### src/include/adsq_map.vh
// Register map, field positions and reset values of the converter sequencer
`ifndef ADSQ_MAP_VH
`define ADSQ_MAP_VH
`define ADSQ_BASE_HI 20'h4000B
`define ADSQ_UNITS 3
`define ADSQ_OFS_MODE 8'h00
`define ADSQ_OFS_CHAN 8'h04
`define ADSQ_OFS_CLKSMP 8'h08
`define ADSQ_OFS_TRG0 8'h0C
`define ADSQ_OFS_TRG1 8'h10
`define ADSQ_OFS_TRG2 8'h14
`define ADSQ_OFS_BURST 8'h18
`define ADSQ_OFS_STARTSTOP 8'h20
`define ADSQ_OFS_STATUS 8'h24
`define ADSQ_OFS_IE 8'h28
`define ADSQ_OFS_DMADATA 8'h2C
`define ADSQ_OFS_CMP 8'h70
`define ADSQ_MODE_MASK 32'hFF0317BF
`define ADSQ_CLKSMP_RST 16'h0080
`define ADSQ_CLKSMP_MASK 16'hFFFF
`define ADSQ_STATUS_MASK 32'h00000003
// Mode register fields
`define ADSQ_F_WAIT_HI 31
`define ADSQ_F_WAIT_LO 24
`define ADSQ_F_DMA_REQUEST_ENABLE 17
`define ADSQ_F_TAGPOS 16
`define ADSQ_F_WAITEN 12
`define ADSQ_F_BLEN_HI 10
`define ADSQ_F_BLEN_LO 8
`define ADSQ_F_CONVEN 7
`define ADSQ_F_MODE_HI 5
`define ADSQ_F_MODE_LO 4
`define ADSQ_F_TRIGGER_ENABLE 3
`define ADSQ_F_TSRC_HI 2
`define ADSQ_F_TSRC_LO 0
`define ADSQ_MODE_SINGLE 2'h0
`define ADSQ_MODE_CONT 2'h1
`define ADSQ_MODE_BURST 2'h3
// Clock and sample control fields
`define ADSQ_F_DIV_HI 14
`define ADSQ_F_DIV_LO 8
`define ADSQ_F_PDOWN 7
`define ADSQ_F_STIME_HI 4
`define ADSQ_F_STIME_LO 0
`define ADSQ_STIME_ON 5'h1F
`define ADSQ_SAMP_MIN 6'h02
// Start and stop bits
`define ADSQ_F_START 0
`define ADSQ_F_STOP 4
// Status bits, busy is read only
`define ADSQ_S_EOC 0
`define ADSQ_S_BURST 1
`define ADSQ_S_BUSY 8
// Trigger source codes
`define ADSQ_TSRC_MAX 3'h5
`endif

### src/verilog/adsq_ctrl.v
// Converter sequencer control: three units behind one APB slave
//
// Implementation choice: the APB register port.
`timescale 1ns/1ps
`default_nettype none
`include "adsq_map.vh"

// One converter unit: registers, master clock divider and conversion sequencer
module adsq_unit (
   input wire clk_i,
   input wire nrst_i,
   input wire wr_i,
   input wire [7:0] ofs_i,
   input wire [31:0] wdata_i,
   output reg [31:0] rdata_o,
   output reg hit_o,
   input wire [5:0] trig_lvl_i,
   input wire conv_done_i,
   input wire [11:0] conv_result_i,
   input wire dma_done_i,
   output reg conv_start_o,
   output reg [3:0] conv_channel_o,
   output reg sample_o,
   output reg dma_req_o,
   output reg irq_o,
   output wire power_down_o
);
   localparam ST_IDLE = 6'h01;
   localparam ST_WAIT = 6'h02;
   localparam ST_SAMP = 6'h04;
   localparam ST_CONV = 6'h08;
   localparam ST_DMA = 6'h10;
   localparam ST_NEXT = 6'h20;
   reg [31:0] mode_reg;
   reg [3:0] chan_num_reg;
   reg [15:0] clksmp_reg;
   reg [31:0] trg0_reg;
   reg [31:0] trg1_reg;
   reg [31:0] trg2_reg;
   reg [31:0] burst_reg;
   reg [31:0] cmp_reg;
   reg start_reg;
   reg stop_reg;
   reg stop_pend_reg;
   reg [31:0] status_reg;
   reg [31:0] ie_reg;
   reg [31:0] data_reg;
   reg [5:0] state_reg;
   reg [6:0] div_reg;
   reg [5:0] samp_reg;
   reg [7:0] wait_reg;
   reg [2:0] slot_reg;
   reg [5:0] trig_prev_reg;
   reg set_eoc;
   reg set_burst;
   wire [7:0] wait_count = mode_reg[`ADSQ_F_WAIT_HI:`ADSQ_F_WAIT_LO];
   wire dma_en = mode_reg[`ADSQ_F_DMA_REQUEST_ENABLE];
   wire tag_low = mode_reg[`ADSQ_F_TAGPOS];
   wire wait_en = mode_reg[`ADSQ_F_WAITEN];
   wire [2:0] burst_len = mode_reg[`ADSQ_F_BLEN_HI:`ADSQ_F_BLEN_LO];
   wire conv_en = mode_reg[`ADSQ_F_CONVEN];
   wire [1:0] conv_mode = mode_reg[`ADSQ_F_MODE_HI:`ADSQ_F_MODE_LO];
   wire trig_en = mode_reg[`ADSQ_F_TRIGGER_ENABLE];
   wire [2:0] tsrc = mode_reg[`ADSQ_F_TSRC_HI:`ADSQ_F_TSRC_LO];
   wire [6:0] div = clksmp_reg[`ADSQ_F_DIV_HI:`ADSQ_F_DIV_LO];
   wire [4:0] stime = clksmp_reg[`ADSQ_F_STIME_HI:`ADSQ_F_STIME_LO];
   wire is_burst = (conv_mode == `ADSQ_MODE_BURST);
   wire is_cont = (conv_mode == `ADSQ_MODE_CONT);
   wire is_single = (conv_mode == `ADSQ_MODE_SINGLE);
   // Divide 0 runs at the system clock, divide 1 stops the master clock
   wire mtick = (div == 7'h00) || ((div != 7'h01) && (div_reg == div - 7'h01));
   wire [5:0] samp_last = `ADSQ_SAMP_MIN + {1'b0, stime} - 6'h01;
   wire [5:0] trig_rise = trig_lvl_i & ~trig_prev_reg;
   // Reserved source codes never fire
   wire trig_hit = (tsrc <= `ADSQ_TSRC_MAX) && trig_rise[tsrc];
   wire trig_go = trig_en && conv_en && (is_single || is_burst) && trig_hit;
   wire start_go = start_reg && mtick && conv_en;
   wire [3:0] slot0_ch = burst_reg[3:0];
   wire [3:0] first_ch = is_burst ? slot0_ch : chan_num_reg;
   wire [2:0] slot_nx = slot_reg + 3'h1;
   wire [3:0] slot_nx_ch = burst_reg[{slot_nx, 2'b00} +: 4];
   wire [31:0] status_clr = (wr_i && (ofs_i == `ADSQ_OFS_STATUS)) ? wdata_i : 32'h00000000;
   wire [31:0] status_set = {30'h0, set_burst, set_eoc};
   assign power_down_o = clksmp_reg[`ADSQ_F_PDOWN];
   // Register read path and mapped-offset decode
   always @* begin
      hit_o = 1'b1;
      case (ofs_i)
         `ADSQ_OFS_MODE: rdata_o = mode_reg;
         `ADSQ_OFS_CHAN: rdata_o = {28'h0, chan_num_reg};
         `ADSQ_OFS_CLKSMP: rdata_o = {16'h0, clksmp_reg};
         `ADSQ_OFS_TRG0: rdata_o = trg0_reg;
         `ADSQ_OFS_TRG1: rdata_o = trg1_reg;
         `ADSQ_OFS_TRG2: rdata_o = trg2_reg;
         `ADSQ_OFS_BURST: rdata_o = burst_reg;
         `ADSQ_OFS_STARTSTOP: rdata_o = {31'h0, start_reg};
         `ADSQ_OFS_STATUS: rdata_o = status_reg | {23'h0, ~state_reg[0], 8'h00};
         `ADSQ_OFS_IE: rdata_o = ie_reg;
         `ADSQ_OFS_DMADATA: rdata_o = data_reg;
         `ADSQ_OFS_CMP: rdata_o = cmp_reg;
         default: begin
            rdata_o = 32'h00000000;
            hit_o = 1'b0;
         end
      endcase
   end
   // Configuration registers; the data register has no write path
   always @(posedge clk_i or negedge nrst_i) begin
      if (!nrst_i) begin
         mode_reg <= 32'h00000000;
         chan_num_reg <= 4'h0;
         clksmp_reg <= `ADSQ_CLKSMP_RST;
         trg0_reg <= 32'h00000000;
         trg1_reg <= 32'h00000000;
         trg2_reg <= 32'h00000000;
         burst_reg <= 32'h00000000;
         cmp_reg <= 32'h00000000;
         ie_reg <= 32'h00000000;
      end else if (wr_i) begin
         case (ofs_i)
            `ADSQ_OFS_MODE: mode_reg <= wdata_i & `ADSQ_MODE_MASK;
            `ADSQ_OFS_CHAN: chan_num_reg <= wdata_i[3:0];
            `ADSQ_OFS_CLKSMP: clksmp_reg <= wdata_i[15:0] & `ADSQ_CLKSMP_MASK;
            `ADSQ_OFS_TRG0: trg0_reg <= wdata_i;
            `ADSQ_OFS_TRG1: trg1_reg <= wdata_i;
            `ADSQ_OFS_TRG2: trg2_reg <= wdata_i;
            `ADSQ_OFS_BURST: burst_reg <= wdata_i;
            `ADSQ_OFS_IE: ie_reg <= wdata_i & `ADSQ_STATUS_MASK;
            `ADSQ_OFS_CMP: cmp_reg <= wdata_i;
            default: cmp_reg <= cmp_reg;
         endcase
      end
   end
   // Start and stop bits self-clear on the next master clock tick
   always @(posedge clk_i or negedge nrst_i) begin
      if (!nrst_i) begin
         start_reg <= 1'b0;
         stop_reg <= 1'b0;
      end else if (wr_i && (ofs_i == `ADSQ_OFS_STARTSTOP)) begin
         start_reg <= wdata_i[`ADSQ_F_START];
         stop_reg <= wdata_i[`ADSQ_F_STOP];
      end else if (mtick) begin
         start_reg <= 1'b0;
         stop_reg <= 1'b0;
      end
   end
   // Master clock divider and trigger edge history
   always @(posedge clk_i or negedge nrst_i) begin
      if (!nrst_i) begin
         div_reg <= 7'h00;
         trig_prev_reg <= 6'h00;
      end else begin
         div_reg <= mtick ? 7'h00 : div_reg + 7'h01;
         trig_prev_reg <= trig_lvl_i;
      end
   end
   // Sticky status: a hardware set in the clearing cycle survives
   always @(posedge clk_i or negedge nrst_i) begin
      if (!nrst_i) begin
         status_reg <= 32'h00000000;
         irq_o <= 1'b0;
      end else begin
         status_reg <= ((status_reg & ~status_clr) | status_set) & `ADSQ_STATUS_MASK;
         irq_o <= |(status_reg & ie_reg);
      end
   end
   // Event strobes into the status register
   always @* begin
      set_eoc = 1'b0;
      set_burst = 1'b0;
      if (state_reg == ST_CONV && conv_done_i && !dma_en) begin
         set_eoc = 1'b1;
      end
      if (state_reg == ST_DMA && dma_done_i) begin
         set_eoc = 1'b1;
      end
      if (state_reg == ST_NEXT && is_burst && (slot_reg == burst_len)) begin
         set_burst = 1'b1;
      end
   end
   // Conversion sequencer
   always @(posedge clk_i or negedge nrst_i) begin
      if (!nrst_i) begin
         state_reg <= ST_IDLE;
         samp_reg <= 6'h00;
         wait_reg <= 8'h00;
         slot_reg <= 3'h0;
         stop_pend_reg <= 1'b0;
         conv_start_o <= 1'b0;
         conv_channel_o <= 4'h0;
         sample_o <= 1'b0;
         dma_req_o <= 1'b0;
         data_reg <= 32'h00000000;
      end else begin
         conv_start_o <= 1'b0;
         if (stop_reg && !state_reg[0]) begin
            stop_pend_reg <= 1'b1;
         end
         if (!conv_en) begin
            // Disabling abandons the sequence at once
            state_reg <= ST_IDLE;
            sample_o <= 1'b0;
            dma_req_o <= 1'b0;
            stop_pend_reg <= 1'b0;
         end else begin
            case (state_reg)
               ST_IDLE: begin
                  stop_pend_reg <= 1'b0;
                  // An all-ones sample field holds the sampling switch closed
                  sample_o <= (stime == `ADSQ_STIME_ON);
                  if ((start_go || trig_go) && !stop_reg) begin
                     slot_reg <= 3'h0;
                     conv_channel_o <= first_ch;
                     samp_reg <= 6'h00;
                     sample_o <= 1'b1;
                     state_reg <= ST_SAMP;
                  end
               end
               ST_WAIT: begin
                  if (stop_pend_reg) begin
                     state_reg <= ST_IDLE;
                  end else if (mtick) begin
                     if (wait_reg == wait_count - 8'h01) begin
                        samp_reg <= 6'h00;
                        sample_o <= 1'b1;
                        state_reg <= ST_SAMP;
                     end
                     wait_reg <= wait_reg + 8'h01;
                  end
               end
               ST_SAMP: begin
                  if (mtick) begin
                     if (samp_reg == samp_last) begin
                        sample_o <= (stime == `ADSQ_STIME_ON);
                        conv_start_o <= 1'b1;
                        state_reg <= ST_CONV;
                     end
                     samp_reg <= samp_reg + 6'h01;
                  end
               end
               ST_CONV: begin
                  if (conv_done_i) begin
                     if (tag_low) begin
                        data_reg <= {16'h0, conv_result_i, conv_channel_o};
                     end else begin
                        data_reg <= {12'h0, conv_channel_o, 4'h0, conv_result_i};
                     end
                     if (dma_en) begin
                        dma_req_o <= 1'b1;
                        state_reg <= ST_DMA;
                     end else begin
                        state_reg <= ST_NEXT;
                     end
                  end
               end
               ST_DMA: begin
                  if (dma_done_i) begin
                     dma_req_o <= 1'b0;
                     state_reg <= ST_NEXT;
                  end
               end
               ST_NEXT: begin
                  if (is_burst && (slot_reg != burst_len) && !stop_pend_reg) begin
                     slot_reg <= slot_nx;
                     conv_channel_o <= slot_nx_ch;
                     wait_reg <= 8'h00;
                     samp_reg <= 6'h00;
                     if (wait_en && (wait_count != 8'h00)) begin
                        state_reg <= ST_WAIT;
                     end else begin
                        sample_o <= 1'b1;
                        state_reg <= ST_SAMP;
                     end
                  end else if (is_cont && !stop_pend_reg && !stop_reg) begin
                     conv_channel_o <= chan_num_reg;
                     samp_reg <= 6'h00;
                     sample_o <= 1'b1;
                     state_reg <= ST_SAMP;
                  end else begin
                     state_reg <= ST_IDLE;
                  end
               end
               default: state_reg <= ST_IDLE;
            endcase
         end
      end
   end
endmodule

module adsq_ctrl (
   input wire clk_i,
   input wire nrst_i,
   input wire psel_i,
   input wire penable_i,
   input wire pwrite_i,
   input wire [31:0] paddr_i,
   input wire [31:0] pwdata_i,
   output reg [31:0] prdata_o,
   output reg pready_o,
   output reg pslverr_o,
   input wire trig_pin_i,
   input wire [2:0] timer_trig_i,
   input wire [1:0] pwm_trig_i,
   input wire [2:0] conv_done_i,
   input wire [35:0] conv_result_i,
   input wire [2:0] dma_done_i,
   output wire [2:0] conv_start_o,
   output wire [11:0] conv_channel_o,
   output wire [2:0] sample_o,
   output wire [2:0] dma_req_o,
   output wire [2:0] irq_o,
   output wire [2:0] power_down_o
);
   reg [2:0] pin_sync_reg;
   reg pin_lvl_reg;
   wire [1:0] unit_idx = paddr_i[9:8];
   wire base_ok = (paddr_i[31:12] == `ADSQ_BASE_HI) && (paddr_i[11:10] == 2'b00)
      && (paddr_i[1:0] == 2'b00) && (unit_idx < `ADSQ_UNITS);
   wire access = psel_i && penable_i;
   wire commit = access && pready_o;
   wire [31:0] rdata_u [0:2];
   wire [2:0] hit_u;
   wire [5:0] trig_lvl = {pwm_trig_i, timer_trig_i, pin_lvl_reg};

   // The pin level only changes once the last two stages agree
   always @(posedge clk_i or negedge nrst_i) begin
      if (!nrst_i) begin
         pin_sync_reg <= 3'b000;
         pin_lvl_reg <= 1'b0;
      end else begin
         pin_sync_reg <= {pin_sync_reg[1:0], trig_pin_i};
         if (pin_sync_reg[1] == pin_sync_reg[2]) begin
            pin_lvl_reg <= pin_sync_reg[2];
         end
      end
   end

   // One wait state lets read data come from a flop; writes land on the final edge
   always @(posedge clk_i or negedge nrst_i) begin
      if (!nrst_i) begin
         pready_o <= 1'b0;
         prdata_o <= 32'h00000000;
         pslverr_o <= 1'b0;
      end else begin
         pready_o <= access && !pready_o;
         if (access && !pready_o) begin
            pslverr_o <= !(base_ok && hit_u[unit_idx]);
            prdata_o <= (base_ok && !pwrite_i) ? rdata_u[unit_idx] : 32'h00000000;
         end else begin
            pslverr_o <= 1'b0;
         end
      end
   end

   genvar u;
   generate
      for (u = 0; u < `ADSQ_UNITS; u = u + 1) begin : g_unit
         adsq_unit unit_inst (
            .clk_i(clk_i),
            .nrst_i(nrst_i),
            .wr_i(commit && pwrite_i && base_ok && (unit_idx == u)),
            .ofs_i(paddr_i[7:0]),
            .wdata_i(pwdata_i),
            .rdata_o(rdata_u[u]),
            .hit_o(hit_u[u]),
            .trig_lvl_i(trig_lvl),
            .conv_done_i(conv_done_i[u]),
            .conv_result_i(conv_result_i[12*u +: 12]),
            .dma_done_i(dma_done_i[u]),
            .conv_start_o(conv_start_o[u]),
            .conv_channel_o(conv_channel_o[4*u +: 4]),
            .sample_o(sample_o[u]),
            .dma_req_o(dma_req_o[u]),
            .irq_o(irq_o[u]),
            .power_down_o(power_down_o[u])
         );
      end
   endgenerate
endmodule
`default_nettype wire
### config.mk
export PLATFORM = sky130hd
export DESIGN_NAME = adsq_ctrl
export DESIGN_NICKNAME = d
export VERILOG_FILES = /design/src/verilog/adsq_ctrl.v
export VERILOG_INCLUDE_DIRS = /design/src /design/src/include
export SDC_FILE = /design/constraint.sdc
export NUM_CORES = 2
export LEC_CHECK = 0
export BUFFER_PORTS_ARGS = -buffer_cell sky130_fd_sc_hd__clkbuf_2
export CAP_MARGIN = 25
export CORE_AREA = 2 2 245 344
export DETAILED_ROUTE_END_ITERATION = 16
export DIE_AREA = 0 0 247 346
export PLACE_DENSITY = 0.66
export SLEW_MARGIN = 20
export SYNTH_ARGS = -nofsm -noshare
export SYNTH_HDL_FRONTEND = slang
export SYNTH_SLANG_ARGS = --single-unit
### constraint.sdc
create_clock -name clk_i -period 5.1 [get_ports clk_i]
set_input_delay 0.51 -clock clk_i [delete_from_list [all_inputs] [get_ports clk_i]]
set_output_delay 0.51 -clock clk_i [all_outputs]
set_load 0.005 [all_outputs]
# After elaboration in Yosys (flattened, before gate mapping)
# Cells that the tools add are included.
# Widths: inputs -> output; s select.
# op_classes
n_addsub	24
order_cmp	9
n_eq_ne	129
shifts	3
muxes	215
bitwise_logic	21
n_reduce_logical	180
# op_table
op	count
$pmux 32 s12	3
$mux 6	54
$pmux 6 s6	3
$ne 3x3->1 const B	33
$mux 32	3
$reduce_or 32->1	3
$shiftx 32x6->4	3
$mux 1	87
$logic_and 1x1->1	76
$mux 8	9
$pmux 6 s4	3
$bmux 32 s2	1
$mux 20	3
$reduce_and 2->1	27
$mux 4	12
$ne 4x4->1 const B	12
$pmux 8 s2	3
$reduce_and 8->1	6
$mux 3	12
$reduce_and 4->1	9
$eq 8x6->1 const B	4
$or 2x9->9	3
$add 8x1->8 const B	3
$eq 8x5->1 const B	3
other kinds (63)	206
# word_totals
reg_bits	878
output_inout_bits	61

# Depth between registers and ports, before layout
# depth
depth_word	11
ltp_mapped	12
depth_no_buf	11

# By module
# A second synthesis with hierarchy kept.
# hier_totals
hier_cells	3537
hier_area_um2	41992.8
# by_module_without_submodules
module	n_inst	cells_each	area_each_um2	seq_area_each_um2
adsq_unit at g_unit[0].unit_inst	1	1100	13257.7	6809.0
adsq_unit at g_unit[1].unit_inst	1	1101	13211.4	6809.0
adsq_unit at g_unit[2].unit_inst	1	1091	13152.6	6809.0
adsq_ctrl	1	245	2371.0	950.9

# Worst setup path before layout
# OpenSTA, ideal clock, no wires.
# synth_timing
path_kind	register to register
start	reg g_unit[2].unit_inst.clksmp_reg[8]
end	reg g_unit[2].unit_inst.samp_reg[5]
setup_time_ns	0.126
arrival_time_ns	2.840
required_time_ns	4.974
path_slack_ns	2.134
path_stages_with_launch	11
period_less_slack_ns	2.966
path_cell_list	dfrtp_1 > inv_1 > ha_1 > or3b_2 > o21ai_0 > nand4_1 > o311a_1 > o31ai_2 > o211a_1 > nand2_1 > a221o_1
# synth_via
elab_chain_len	10
word_cells_on_any_way	14
cone_classes	1 x add/sub; 5 x eq/ne; 8 x reduce/logical
# synth_rtl
item	line_no	source
start, declared	adsq_ctrl.v:36	reg [15:0] clksmp_reg;
start signal, assigned	adsq_ctrl.v:112	clksmp_reg <= `ADSQ_CLKSMP_RST;
start signal, assigned	adsq_ctrl.v:123	`ADSQ_OFS_CLKSMP: clksmp_reg <= wdata_i[15:0] & `ADSQ_CLKSMP_MASK;
$sub 7x1->7	adsq_ctrl.v:71	wire mtick = (div == 7'h00) || ((div != 7'h01) && (div_reg == div - 7'h01));
$eq 7x7->1	adsq_ctrl.v:71	
$logic_and 1x1->1	adsq_ctrl.v:71	
$logic_or 1x1->1 (*)	adsq_ctrl.v:71	
$logic_and 1x1->1 (2 in a row)	adsq_ctrl.v:77	wire start_go = start_reg && mtick && conv_en;
$logic_or 1x1->1	adsq_ctrl.v:211	if ((start_go || trig_go) && !stop_reg) begin
$logic_and 1x1->1	adsq_ctrl.v:211	
$ne 2x1->1 (no source line)	--	
$reduce_and 8->1 (no source line) (*)	--	
end signal, assigned	adsq_ctrl.v:238	samp_reg <= samp_reg + 6'h01;
end, declared	adsq_ctrl.v:50	reg [5:0] samp_reg;
# Mark *: on every way between the ends. The rest lies on a longest branch, timed or not.
# A chain may end at the register's enable or synchronous reset.

# Worst setup path after layout
# Ends and elaborated chain as after synthesis.

==> metrics.cfg <==
[critical_path]
endpoint_kind=register
path_buf_inv=1
start_kind=register
worstPathMaxFanout=16
cp_cell_sequence=inv_1 > ha_1 > or3b_2 > o21ai_0 > nand4_1 > o31ai_4 > nand3_1 > o31ai_1 > nand2_1 > a221o_1
worstSetupPathType=register to register
path_delay_family=compound AO/OA/AOI/OAI gates
max_stage_delay_ns=0.64
crit_slowest_cell=o31ai_4
cp.required_ns=5.63
worstPathArrival_ns=4.24

[yosys]
ys_types=98
async_reset_ff_frac=1.00
synth_nets=3626
ys_ff_latch=842
synth-edff-count=0
synthesis.area_um2=40800
synth_warnings=0
synth_area_per_cell_um2=11.8
syn_inst=3473
ys_seq_area_frac=0.517
synthFlopType=dfrtp_1

[grt]
grt_pass1_vias=29300
grt_overflow=0
grt_max_degree=138
grt_usage=0.297
antenna_found_initial=7
grt_pass1_wl_um=190000

[clock_network]
cts_buffers=83
cts_resized=0
cts_root_buffer=clkbuf_16
clkSinkCount=842
clock_latency_ns=0.66
path_clk_slew_ns=0.06
cts_setup_buffers=0
tritoncts=built
clockBufferDepth=3
cts_max_level=3
hold_buffers=7

[timing]
setup_viol=0
fin_setup_tns_ns=0
fmax_ghz=0.270
rsz0062_at_grt=false
tightestPinTransition_ns=1.09
hold_viol=0
period_minus_slack_ns=3.71
slew_headroom=0.270
fin_worst_skew_ns=0.0257
slew_viol_final=0
whs_ns=0.112
period_share=0.727

[die]
dieArea_um2=85500
fp.dieH_um=346
core-area_um2=82400
rows=125
ios=178
die_w_um=247
initial_utilization=0.495

[drt]
drc=0
num_vias=30000
avgViaCountPerCell=6.41
ant_nets=0
first_iter_violations=2894
firstDrtPassIters=6
wire_per_inst_um=27.1
wl_um=127000

[cells_and_area]
layout.nets=3684
final_common_cell=dfrtp_1
final_cell_mix=dfrtp_1, mux2_2, nand2_1, clkbuf_2, o21ai_0
drive_above_1_share=0.296
area_growth_pct=12.0

[power_and_ir_drop]
vdd_drop_max_uv=247
power_density_nw_per_um2=303
leakage_nw=21.4

[outcome]
run_status=complete, no violations

[run]
maxCapViolations=0

[placement]
io_buffers=177
dpl.hpwl_um=85200
place.gp.congestion=0.862

[min_path]
hold_class=input pin to register

-- power by group --
group,total (W),internal [W],switching (W)
combinational,0.000454,0.0000894,0.000365
sequential,0.00669,0.00668,0.00000291
clock,0.00671,0.00396,0.00276
-- area by class of cell --
type                       instances  area, µm²
timing repair buffer             239       1570
clock inverter                    41        581
inverter                          62        233
fill                            7016      36700
sequential                       842      21100
multi-input combinational       2303      18500
clock buffer                     114       2390
antenna                            3       7.51
tap                             1079       1350
-- cells by family (layout without fill, tap and decap cells) --
| kind of cell | count (synthesis) | in the layout | share of synthesized area |
|---|---|---|---|
| adders and majority gates | 37 | 37 | 0.0113 |
| and+or+nand+nor | 799 | 799 | 0.0975 |
| xor gates and xnor gates | 103 | 103 | 0.0225 |
| other | 0 | 3 | 0 |
| muxes | 706 | 706 | 0.200 |
| AOI/OAI and AO/OA | 658 | 658 | 0.120 |
| DFF | 842 | 842 | 0.517 |
| buffers and inverters | 328 | 456 | 0.0319 |
-- cells in the mapped netlist (51+ instances only) --
library cell | count | area (µm²)
dfrtp_1 | 836 | 20900
mux2_2 | 613 | 6900
nand2_1 | 286 | 1070
clkbuf_1 | 180 | 676
o21ai_0 | 135 | 676
nand3_1 | 125 | 626
nor2_1 | 99 | 372
a22oi_1 | 90 | 676
a221oi_1 | 72 | 631
a21oi_1 | 69 | 345
buf_1 | 66 | 248
mux2i_1 | 66 | 661
nand4_1 | 63 | 394
inv_1 | 62 | 233
xnor2_1 | 62 | 543
a22o_1 | 57 | 499
a222oi_1 | 51 | 510
-- per-layer routing --
layer,GRT usage,vias to the layer above,wire [µm]
li1,-,13100,-
met1,0.391,15500,50900
met2,0.473,1159,60400
met3,0.0474,250,8580
met4,0.157,10,7190
met5,0,-,64
-- path summary, 6_finish.rpt --
path / from / end / slack [ns] / depth (start not counted)
max in group asynchronous: nrst_i / g_unit[0].unit_inst.div_reg[2] / 3.30 / 3
worst min-delay path: conv_done_i[1] / g_unit[1].unit_inst.state_reg[3] / 0.11 / 2
min in group asynchronous: nrst_i / g_unit[2].unit_inst.mode_reg[24] / 0.52 / 2
worst max-delay path: g_unit[2].unit_inst.clksmp_reg[8] / g_unit[2].unit_inst.samp_reg[5] / 1.39 / 10
worst max register to register: g_unit[2].unit_inst.clksmp_reg[8] / g_unit[2].unit_inst.samp_reg[5] / 1.39 / 10
worst min register to register: pin_sync_reg[0] / pin_sync_reg[1] / 0.35 / 0
-- metrics by stage --
stage / cell area [µm²] / utilization / cells / total power [W] / setup WS [ns]
after floorplan: 40800 / - / 3473 / 0.00693 / 2.13
after global placement: 42600 / 0.517 / 4513 / 0.00727 / 1.48
after detailed placement: 42600 / 0.517 / 4516 / 0.00727 / 1.42
after CTS: 45700 / 0.554 / 4678 / 0.0139 / 1.42
after global routing: 45700 / 0.555 / 4681 / 0.0142 / 1.12
final: 45700 / 0.555 / 4683 / 0.0139 / 1.39
-- worst reg2reg max path, cell delays in order (launching register included) --
cell     delay (ns)
dfrtp_1        0.44
inv_1          0.09
ha_1           0.21
or3b_2         0.48
o21ai_0        0.19
nand4_1        0.18
o31ai_4        0.64
nand3_1        0.27
o31ai_1        0.43
nand2_1        0.27
a221o_1        0.40
Note: power is estimated with default switching activity, not from simulation.
